`src/hdl/papd_pkg.sv`:
```
// Package for the panel access protection and display selection block.
// Assumes one 100 MHz clock and a simple strobe register port.
// How it works
// Operation/adjustment protect 0 leaves operation and adjustment items open.
// Protect 1 up hides adjustment; 2 and 3 also hide other operation items.
// Process value always shown; setpoint editable at protect 0 to 2 only.
// Initial/comms protect 0 all levels, 1 blocks advanced, 2 blocks all three.
// Key lock on rejects key changes except protect-level settings.
// All-protect indicator lit while key lock is on.
// Key lock parameter hidden when an event input controls setting changes.
// Function key lock on ignores the function key.
// Parameter hide switch shown only when a mask is loaded.
// Password is signed, -1999 to 9999, default 0 meaning none.
// Operator changes password using increment or decrement with mode key.
// With a password set, protection changes need the correct password.
// After power-on the operation level is entered first.
// Extra process value screen shows value on line one, blanks two and three.
// Analog displayed value clamped to scaling limits widened by 5% of span.
// Decimal point from sensor for temperature, from setting for analog.
// Input type defaults to K thermocouple, code 5.
// Bad input type shows an error, cleared only by correction and power cycle.
// Setpoint entries accepted only within setpoint limits.
// Third-line selector 0 to 7 picks none, single or alternating screens.
// Selector 1, 2, 5 or 6: mode key toggles to the second screen.
// Ships two-line; initializing parameters selects three-line display.
// Operator holds mode and level keys three seconds for protect level.
// Operation/adjustment protect shown only after the correct password.
// Hidden protected parameters keep their values in effect.
// Wrong password leaves level and all protection settings unchanged.
package papd_pkg;
    // Register offsets
    localparam logic [3:0] ADDR_OP_PROT    = 4'h0;
    localparam logic [3:0] ADDR_INIT_PROT  = 4'h1;
    localparam logic [3:0] ADDR_KEY_LOCK   = 4'h2;
    localparam logic [3:0] ADDR_FKEY_LOCK  = 4'h3;
    localparam logic [3:0] ADDR_HIDE_EN    = 4'h4;
    localparam logic [3:0] ADDR_PASSWORD   = 4'h5;
    localparam logic [3:0] ADDR_PW_ENTRY   = 4'h6;
    localparam logic [3:0] ADDR_SETPOINT   = 4'h7;
    localparam logic [3:0] ADDR_SP_LIMITS  = 4'h8;
    localparam logic [3:0] ADDR_INPUT_CFG  = 4'h9;
    localparam logic [3:0] ADDR_SCALE      = 4'ha;
    localparam logic [3:0] ADDR_DISP_CFG   = 4'hb;
    localparam logic [3:0] ADDR_STATUS     = 4'hc;
    localparam logic [3:0] ADDR_LEVEL_REQ  = 4'hd;
    // Reset values and limits
    localparam logic signed [15:0] PW_MIN      = 16'shf831;  // -1999
    localparam logic signed [15:0] PW_MAX      = 16'sh270f;  // 9999
    localparam logic signed [15:0] PW_NONE     = 16'sh0000;
    localparam logic [4:0]         INPUT_RST   = 5'h05;
    localparam logic [2:0]         SEL3_RST    = 3'h0;
    localparam logic [2:0]         SEL3_INIT   = 3'h1;
    localparam logic [1:0]         PROT_RST    = 2'h0;
    localparam logic [4:0]         ANALOG_MIN  = 5'h19;  // Codes 25 and up are analog
    localparam logic [4:0]         INPUT_MAX   = 5'h1c;
    localparam int                 PCT_WIDEN   = 5;
    // Level codes
    typedef enum logic [2:0] {
        LVL_OPER    = 3'h0,
        LVL_ADJ     = 3'h1,
        LVL_INIT    = 3'h2,
        LVL_COMM    = 3'h3,
        LVL_ADV     = 3'h4,
        LVL_PROTECT = 3'h5
    } papd_level_t;
    // Display screens
    typedef enum logic [1:0] {
        L3_NONE  = 2'h0,
        L3_MSP   = 2'h1,
        L3_MV    = 2'h2,
        L3_SOAK  = 2'h3
    } papd_line3_t;
    // Register request bundle
    typedef struct packed {
        logic        wr;
        logic        rd;
        logic [3:0]  addr;
        logic [31:0] wdata;
    } papd_req_t;
endpackage

```
`src/hdl/papd_core.sv`:
```
// Protection and display selection logic of the process controller panel.
// Keys arrive as one-cycle pulses synchronous to clock; register port has no wait.
`timescale 1ns/1ns
`default_nettype none
module papd_core (
    input  wire logic              clock,
    input  wire logic              resetn,
    input  wire papd_pkg::papd_req_t req,
    output logic [31:0]            rdata,
    input  wire logic              key_change_by_event,
    input  wire logic              mask_loaded,
    input  wire logic              function_key,
    input  wire logic              mode_key,
    input  wire logic              key_edit,
    input  wire logic              param_init,
    input  wire logic              input_fault,
    input  wire logic signed [15:0] raw_value,
    input  wire logic [1:0]        sensor_dp,
    input  wire logic [15:0]       multi_sp,
    input  wire logic [15:0]       output_level,
    input  wire logic [15:0]       soak_remain,
    output logic                   function_key_act,
    output logic                   all_protect_indicator,
    output logic signed [15:0]     line1,
    output logic signed [15:0]     line2,
    output logic [15:0]            line3,
    output logic                   line2_blank,
    output logic                   line3_blank,
    output logic [1:0]             decimal_point,
    output logic                   input_error,
    output logic [2:0]             level
);
    // Settings
    logic [1:0]         op_prot;
    logic [1:0]         init_prot;
    logic               key_change_lock;
    logic               function_key_lock;
    logic               param_hide_enable;
    logic signed [15:0] protect_password_value;
    logic               pw_ok;
    logic signed [15:0] setpoint;
    logic signed [15:0] sp_lo;
    logic signed [15:0] sp_hi;
    logic [4:0]         input_type;
    logic [1:0]         analog_dp;
    logic signed [15:0] scale_lo;
    logic signed [15:0] scale_hi;
    logic               extra_pv;
    logic [2:0]         line3_sel;
    logic               second_screen;
    logic               err_latch;
    papd_pkg::papd_level_t cur_level;

    logic               wr_ok;
    logic               is_analog;
    logic signed [15:0] wd16;
    logic signed [31:0] span5;
    logic signed [31:0] pv_lo;
    logic signed [31:0] pv_hi;
    logic signed [15:0] pv;
    logic               lvl_allowed;

    assign wd16 = req.wdata[15:0];
    // Key edits blocked by lock; protect-level settings stay writable
    assign wr_ok = req.wr && !(key_edit && key_change_lock);
    assign is_analog = input_type >= papd_pkg::ANALOG_MIN;

    // Protection settings, guarded by password
    always_ff @(posedge clock or negedge resetn) begin
        if (!resetn) begin
            op_prot           <= papd_pkg::PROT_RST;
            init_prot         <= papd_pkg::PROT_RST;
            key_change_lock   <= 1'b0;
            function_key_lock <= 1'b0;
            param_hide_enable <= 1'b1;
        end else if (req.wr && (pw_ok || protect_password_value == papd_pkg::PW_NONE)) begin
            case (req.addr)
                papd_pkg::ADDR_OP_PROT:   op_prot <= req.wdata[1:0];
                papd_pkg::ADDR_INIT_PROT: begin
                    if (req.wdata[1:0] != 2'h3) begin
                        init_prot <= req.wdata[1:0];
                    end
                end
                papd_pkg::ADDR_KEY_LOCK: begin
                    if (!key_change_by_event) begin
                        key_change_lock <= req.wdata[0];
                    end
                end
                papd_pkg::ADDR_FKEY_LOCK: function_key_lock <= req.wdata[0];
                papd_pkg::ADDR_HIDE_EN: begin
                    if (mask_loaded) begin
                        param_hide_enable <= req.wdata[0];
                    end
                end
                default: ;
            endcase
        end
    end

    // Password store and entry check
    always_ff @(posedge clock or negedge resetn) begin
        if (!resetn) begin
            protect_password_value <= papd_pkg::PW_NONE;
            pw_ok                  <= 1'b0;
        end else begin
            if (req.wr && req.addr == papd_pkg::ADDR_PASSWORD
                && (pw_ok || protect_password_value == papd_pkg::PW_NONE)
                && wd16 >= papd_pkg::PW_MIN && wd16 <= papd_pkg::PW_MAX) begin
                protect_password_value <= wd16;
            end
            if (req.wr && req.addr == papd_pkg::ADDR_PW_ENTRY) begin
                pw_ok <= (wd16 == protect_password_value);
            end else if (cur_level != papd_pkg::LVL_PROTECT) begin
                pw_ok <= 1'b0;
            end
        end
    end

    // Ordinary parameters, subject to key lock
    always_ff @(posedge clock or negedge resetn) begin
        if (!resetn) begin
            setpoint   <= 16'sh0000;
            sp_lo      <= 16'sh8000;
            sp_hi      <= 16'sh7fff;
            input_type <= papd_pkg::INPUT_RST;
            analog_dp  <= 2'h0;
            scale_lo   <= 16'sh0000;
            scale_hi   <= 16'sh0064;
        end else if (wr_ok) begin
            case (req.addr)
                papd_pkg::ADDR_SETPOINT: begin
                    if (op_prot != 2'h3 && wd16 >= sp_lo && wd16 <= sp_hi) begin
                        setpoint <= wd16;
                    end
                end
                papd_pkg::ADDR_SP_LIMITS: begin
                    sp_lo <= wd16;
                    sp_hi <= $signed(req.wdata[31:16]);
                end
                papd_pkg::ADDR_INPUT_CFG: begin
                    input_type <= req.wdata[4:0];
                    analog_dp  <= req.wdata[9:8];
                end
                papd_pkg::ADDR_SCALE: begin
                    scale_lo <= wd16;
                    scale_hi <= $signed(req.wdata[31:16]);
                end
                default: ;
            endcase
        end
    end

    // Display configuration; initialization selects three-line view
    always_ff @(posedge clock or negedge resetn) begin
        if (!resetn) begin
            extra_pv  <= 1'b0;
            line3_sel <= papd_pkg::SEL3_RST;
        end else if (param_init) begin
            line3_sel <= papd_pkg::SEL3_INIT;
        end else if (wr_ok && req.addr == papd_pkg::ADDR_DISP_CFG) begin
            extra_pv  <= req.wdata[4];
            line3_sel <= req.wdata[2:0];
        end
    end

    // Mode key toggles pair screens
    always_ff @(posedge clock or negedge resetn) begin
        if (!resetn) begin
            second_screen <= 1'b0;
        end else if (line3_sel == 3'h1 || line3_sel == 3'h2
                     || line3_sel == 3'h5 || line3_sel == 3'h6) begin
            if (mode_key) begin
                second_screen <= !second_screen;
            end
        end else begin
            second_screen <= 1'b0;
        end
    end

    // Level requests checked against protection
    always_comb begin
        case (papd_pkg::papd_level_t'(req.wdata[2:0]))
            papd_pkg::LVL_OPER:    lvl_allowed = 1'b1;
            papd_pkg::LVL_ADJ:     lvl_allowed = (op_prot == 2'h0);
            papd_pkg::LVL_INIT:    lvl_allowed = op_prot < 2'h2 && init_prot < 2'h2;
            papd_pkg::LVL_COMM:    lvl_allowed = op_prot < 2'h2 && init_prot < 2'h2;
            papd_pkg::LVL_ADV:     lvl_allowed = op_prot < 2'h2 && init_prot == 2'h0;
            papd_pkg::LVL_PROTECT: lvl_allowed = 1'b1;
            default:               lvl_allowed = 1'b0;
        endcase
    end

    always_ff @(posedge clock or negedge resetn) begin
        if (!resetn) begin
            cur_level <= papd_pkg::LVL_OPER;
        end else if (req.wr && req.addr == papd_pkg::ADDR_LEVEL_REQ && lvl_allowed) begin
            cur_level <= papd_pkg::papd_level_t'(req.wdata[2:0]);
        end
    end

    // Input error latches until power cycle
    always_ff @(posedge clock or negedge resetn) begin
        if (!resetn) begin
            err_latch <= 1'b0;
        end else if (input_fault || input_type > papd_pkg::INPUT_MAX) begin
            err_latch <= 1'b1;
        end
    end

    // Displayed value clamp
    assign span5 = ((32'(scale_hi) - 32'(scale_lo)) * papd_pkg::PCT_WIDEN) / 100;
    assign pv_lo = 32'(scale_lo) - span5;
    assign pv_hi = 32'(scale_hi) + span5;
    always_comb begin
        pv = raw_value;
        if (is_analog && 32'(raw_value) < pv_lo) begin
            pv = pv_lo[15:0];
        end else if (is_analog && 32'(raw_value) > pv_hi) begin
            pv = pv_hi[15:0];
        end
    end

    // Display outputs; hidden settings still act
    always_ff @(posedge clock or negedge resetn) begin
        if (!resetn) begin
            line1         <= 16'sh0000;
            line2         <= 16'sh0000;
            line3         <= 16'h0000;
            line2_blank   <= 1'b1;
            line3_blank   <= 1'b1;
            decimal_point <= 2'h0;
        end else begin
            line1         <= pv;
            line2         <= setpoint;
            line2_blank   <= extra_pv;
            decimal_point <= is_analog ? analog_dp : sensor_dp;
            line3_blank   <= extra_pv || line3_sel == 3'h0;
            case (line3_sel)
                3'h1:    line3 <= second_screen ? output_level : multi_sp;
                3'h2:    line3 <= second_screen ? multi_sp : output_level;
                3'h3:    line3 <= multi_sp;
                3'h4:    line3 <= output_level;
                3'h5:    line3 <= second_screen ? soak_remain : multi_sp;
                3'h6:    line3 <= second_screen ? soak_remain : output_level;
                3'h7:    line3 <= soak_remain;
                default: line3 <= 16'h0000;
            endcase
        end
    end

    assign function_key_act      = function_key && !function_key_lock;
    assign all_protect_indicator = key_change_lock;
    assign input_error           = err_latch;
    assign level                 = cur_level;

    // Register read
    always_ff @(posedge clock or negedge resetn) begin
        if (!resetn) begin
            rdata <= 32'h0000_0000;
        end else if (req.rd) begin
            case (req.addr)
                papd_pkg::ADDR_OP_PROT:   rdata <= (pw_ok ? {30'h0, op_prot} : 32'h0);
                papd_pkg::ADDR_INIT_PROT: rdata <= {30'h0, init_prot};
                papd_pkg::ADDR_KEY_LOCK:  rdata <= {31'h0, key_change_lock && !key_change_by_event};
                papd_pkg::ADDR_FKEY_LOCK: rdata <= {31'h0, function_key_lock};
                papd_pkg::ADDR_HIDE_EN:   rdata <= {31'h0, param_hide_enable && mask_loaded};
                papd_pkg::ADDR_PASSWORD:  rdata <= {{16{protect_password_value[15]}},
                                                    protect_password_value};
                papd_pkg::ADDR_SETPOINT:  rdata <= {{16{setpoint[15]}}, setpoint};
                papd_pkg::ADDR_SP_LIMITS: rdata <= {sp_hi, sp_lo};
                papd_pkg::ADDR_INPUT_CFG: rdata <= {22'h0, analog_dp, 3'h0, input_type};
                papd_pkg::ADDR_SCALE:     rdata <= {scale_hi, scale_lo};
                papd_pkg::ADDR_DISP_CFG:  rdata <= {27'h0, extra_pv, 1'b0, line3_sel};
                papd_pkg::ADDR_STATUS:    rdata <= {26'h0, second_screen, err_latch,
                                                    pw_ok, cur_level};
                default:                  rdata <= 32'h0000_0000;
            endcase
        end else begin
            rdata <= 32'h0000_0000;
        end
    end
endmodule // papd_core
`default_nettype wire

```
`config.mk`:
```
export PLATFORM = sky130hd
export DESIGN_NAME = papd_core
export DESIGN_NICKNAME = d
export VERILOG_FILES = /design/src/hdl/papd_pkg.sv /design/src/hdl/papd_core.sv
export SDC_FILE = /design/constraint.sdc
export NUM_CORES = 1
export LEC_CHECK = 0
export BUFFER_PORTS_ARGS = -buffer_cell sky130_fd_sc_hd__buf_4
export CAP_MARGIN = 20
export CELL_PAD_IN_SITES_DETAIL_PLACEMENT = 0
export CELL_PAD_IN_SITES_GLOBAL_PLACEMENT = 1
export CORE_ASPECT_RATIO = 0.7
export CORE_MARGIN = 1.5
export CORE_UTILIZATION = 42
export DETAILED_ROUTE_END_ITERATION = 12
export GPL_ROUTABILITY_DRIVEN = 0
export HOLD_SLACK_MARGIN = 0.1
export PLACE_DENSITY_LB_ADDON = 0.1
export SYNTH_ARGS = -nofsm -noshare
export SYNTH_HDL_FRONTEND = slang
export SYNTH_SLANG_ARGS = --single-unit
```
`constraint.sdc`:
```
create_clock -name clock -period 19.4 [get_ports clock]
set_input_delay 0.97 -clock clock [delete_from_list [all_inputs] [get_ports clock]]
set_output_delay 0.97 -clock clock [all_outputs]
set_load 0.01 [all_outputs]
```
==> results by stage <==
Routing:
- The routed via count is roughly 21k.
- In this run the remaining antenna-violating nets after routing total 0.
- The total wire length after detailed routing is 73.9 mm.
- The mean number of vias per cell is a little under 6.
- The first-pass iteration count of the detailed router is 8.
- The residual DRC count is 0.
- After detailed routing, the average wire length per cell comes to about 20 um.
- The detailed router finished its first iteration with between 2k and 2.5k violations.

Clock tree:
- The longest clock path from root to sink contains 3 buffers.
- The tree is rooted in a sky130_fd_sc_hd__clkbuf_16.
- The clock latency of the later-clocked register in the worst-skew pair is between 0.5 and 0.6 ns.
- TritonCTS built the clock tree.
- After clock tree synthesis, the clock-pin slew on the worst setup and hold paths is around 0.070 ns.
- The number of sinks on the clock net is just over 200.
- The count of H-tree levels built during CTS is 1.
- The number of buffers inserted during clock tree synthesis is 20.
- The number of hold buffers added after CTS is 0.

Yosys:
- The number of synthesized flops with an enable pin is 0.
- The most common flop cell mapped by yosys is sky130_fd_sc_hd__dfrtp_1.
- In the post-synthesis netlist, the cell with the most instances is sky130_fd_sc_hd__ha_1.
- The async set-or-reset flop fraction in the synthesized netlist is 100%.
- The part of the Yosys area used for sequential elements is about a quarter.
- The mean area per synthesized cell is ~8.7 um2.
- Synthesis produced a netlist with a net count of around 2.6k.
- After synthesis the cells add up to 0.0200 mm2.
- The cell count after synthesis is between 2k and 2.5k.
- Of the post-synthesis cell area, the dominant cell type holds 22.5%.
- The top cell type by total area after synthesis is sky130_fd_sc_hd__dfrtp_1.
- The commonest cells after synthesis are sky130_fd_sc_hd__ha_1, sky130_fd_sc_hd__a21oi_1, sky130_fd_sc_hd__dfrtp_1.
- The number of warnings printed during yosys synthesis is 0.
- Yosys mapped the design onto about 120 distinct sky130hd cell types.
- Counting flops and latches in the post-synthesis netlist gives approximately 200.
- After synthesis, the cell types taking the most area are sky130_fd_sc_hd__dfrtp_1, sky130_fd_sc_hd__ha_1, sky130_fd_sc_hd__mux2_2.

Final layout:
- Cells with a size suffix above 1 make up 40.1% of the layout.
- The net count reported at finish is 3,287.
- Relative to the synthesized area, the layout overhead comes to 41.1%.
- The final antenna diode count is 0.
- The utilization after layout is ~61%.
- In the final layout, the multi-input gates occupy around 0.015 mm2.
- Leaving out filler cells and counting taps, the final layout contains around 3.6k.
- The filler cells instantiated in the layout total about 4k.
- Summing all flip-flop and latch instances after layout gives just over 0.005 mm2.

STA:
- The clock period minus worst slack is slightly below 20 ns.
- The final number of hold-violating endpoints is 0.
- Across all setup checks in the final design, the least slack found is -0.292 ns.
- The transition time of the tightest slew-check pin is approximately 1.1 ns.
- Hold timing on the final database bottoms out at a slack of roughly 0.40 ns.
- The clock skew after layout is approximately 0.015 ns.
- The worst path uses 102% of the clock period.
- Timing would allow up to a little over 50 MHz.
- Setup repair after global routing could not meet its margin everywhere.
- The number of max-slew violations in the final report is 0.
- The sum of negative setup slack is -3.46 ns.
- Setup violations remaining at the end of the flow were counted as 16.
- In this run the tightest slew margin relative to its limit is a little over a quarter.

Setup path:
- The cell type of the slowest stage on the worst timing path is sky130_fd_sc_hd__dfstp_2.
- The count of buffer and inverter cells on the critical path is 13.
- The arrival time of data at the critical path endpoint is roughly 20 ns.
- The kind of critical path is flip-flop to flip-flop.
- Along the worst path, the maximum fanout reaches 6.
- The worst path required time is 19.83 ns.
- The startpoint class of the critical path is a flip-flop.
- The endpoint type of the worst setup path is a flip-flop.
- The cell family contributing the most delay on the critical path is compound AO/OA/AOI/OAI gates.
- By instance count, the cell type seen most on the critical path is sky130_fd_sc_hd__a21oi_2.
- For this run, the slowest stage of the critical path takes roughly 0.6 ns.

Hold path:
- The tightest min-delay check is of the flip-flop to flip-flop type.

GRT:
- The largest net degree at the start of global routing is 82.
- The global-route usage over all layers is roughly 29%.
- The via count of the first global-routing pass is around 20k.
- The initial antenna violation count is 2.
- The first-pass GRT wire length is 114 mm.
- The total overflow left after global routing is 0.

Place:
- The half-perimeter wire length of the detailed placement result is between 50 and 60 mm.
- The number of buffer cells added on primary ports is 202.
- After detailed placement, the design holds a cell count of 3,468.

Run:
- Across the run, the number of max-cap violations was 0.

Status:
- The checks that failed: setup timing.
- The run finished, with violations left.

Floorplan:
- During I/O placement, the number of pins put on the boundary was 203.
- The number of rows created at floorplan is between 60 and 70.
- After floorplanning, the core was sized to cover ~0.047 mm2.
- In this run the horizontal extent of the chip is around 260 um.
- The height of the die is 186 um.
- The area enclosed by the die boundary is roughly 0.049 mm2.
- The initial utilization of the core area, before any placement, comes to ~43%.
[cell type report]
cell class | instances | area share (%)
well taps | 612 | 2.71
flip-flops and latches | 204 | 18.2
clock inverters | 12 | 0.571
multi-input cells | 1848 | 54.6
inverters | 168 | 2.23
clock buffers | 24 | 1.93
repair buffers | 722 | 19.8
[placed cells by master (no fill, tap or decap), types with 20 or more instances in the layout]
cell                        count
sky130_fd_sc_hd__nor2_1       122
sky130_fd_sc_hd__mux2i_1       24
sky130_fd_sc_hd__nand2b_1      52
sky130_fd_sc_hd__xnor2_1       70
sky130_fd_sc_hd__dfrtp_1      179
sky130_fd_sc_hd__o21ai_1       35
sky130_fd_sc_hd__nor2b_1       33
sky130_fd_sc_hd__o31ai_1       21
sky130_fd_sc_hd__inv_1        166
sky130_fd_sc_hd__nand3_1       48
sky130_fd_sc_hd__clkbuf_16     20
sky130_fd_sc_hd__mux2_2       121
sky130_fd_sc_hd__o211ai_1      33
sky130_fd_sc_hd__a22oi_1       49
sky130_fd_sc_hd__a21o_1        39
sky130_fd_sc_hd__nand4_1       27
sky130_fd_sc_hd__a21oi_2       31
sky130_fd_sc_hd__xor2_1        45
sky130_fd_sc_hd__nand2_1      128
sky130_fd_sc_hd__a221oi_1      33
sky130_fd_sc_hd__a21oi_1      157
sky130_fd_sc_hd__o21ai_0       97
sky130_fd_sc_hd__ha_1         194
sky130_fd_sc_hd__buf_4        693
sky130_fd_sc_hd__dfstp_2       24
[repair_timing]
action                     CTS  global route
setup buffers               51            36
pin swaps                  120           131
setup endpoints to repair   16            16
cloned                       1             0
resized for setup          202            95
[kinds of logic after synthesis]
| kind of cell | after synthesis | share of synthesized area, % |
|---|---|---|
| flops | 204 | 25.6 |
| xor+xnor | 137 | 6.10 |
| buf+inv | 261 | 5.07 |
| compound gates | 745 | 25.5 |
| simple gates | 592 | 15.4 |
| mux | 161 | 8.89 |
| fa+ha+maj | 213 | 13.4 |
[layer usage]
layer,up-vias,GRT usage (%),routed length (um)
met1,10218,42.3,34700
met5,-,0,0
li1,9897,-,-
met3,99,6.88,6060
met2,740,44.0,31600
met4,0,5.75,1460
[state kept, by name, indices dropped and copies added (netlist names), 2 cells and up]
register / count
line3_sel: 3
scale_hi: 16
analog_dp: 2
protect_password_value: 16
line2: 16
init_prot: 2
sp_lo: 16
sp_hi: 16
setpoint: 16
line1: 16
decimal_point: 2
op_prot: 2
rdata: 32
scale_lo: 16
line3: 16
input_type: 5
level: 3
[worst paths after layout]
| path | startpoint | end | slack (ns) | cells past startpoint |
|---|---|---|---|---|
| hold / removal | setpoint[11]$_DFFE_PN0P_ | line2[11]$_DFF_PN0_ | 0.40 | 0 |
| setup / recovery | scale_hi[6]$_DFFE_PN1P_ | line1[13]$_DFF_PN0_ | -0.29 | 108 |
| hold reg to reg | setpoint[11]$_DFFE_PN0P_ | line2[11]$_DFF_PN0_ | 0.40 | 0 |
| min in group asynchronous | resetn | line3[7]$_DFF_PN0_ | 0.42 | 1 |
| setup reg to reg | scale_hi[6]$_DFFE_PN1P_ | line1[13]$_DFF_PN0_ | -0.29 | 108 |
| max in group asynchronous | resetn | sp_hi[4]$_DFFE_PN1P_ | 17.69 | 3 |
[worst register-to-register path: cells and delay by family (launching register included)]
family                     cells  cell delay [ns]
and+or+nand+nor               21             4.00
adders and majority gates      7             1.89
AOI/OAI and AO/OA             60             9.83
muxes                          2             0.52
xor gates and xnor gates       5             0.90
buffers and inverters         13             1.88
DFF                            1             0.59
[per-stage QoR]
stage	area (um2)	setup WS, ns
floorplan	20300	0.0366
global placement	25500	-0.509
detailed placement	25500	-1.06
CTS	27600	-0.00258
global route	28300	-1.37
finish	28300	-0.292
Power is not shown: default switching activity piles up to over one toggle a cycle in this logic, so the estimate is an artifact.
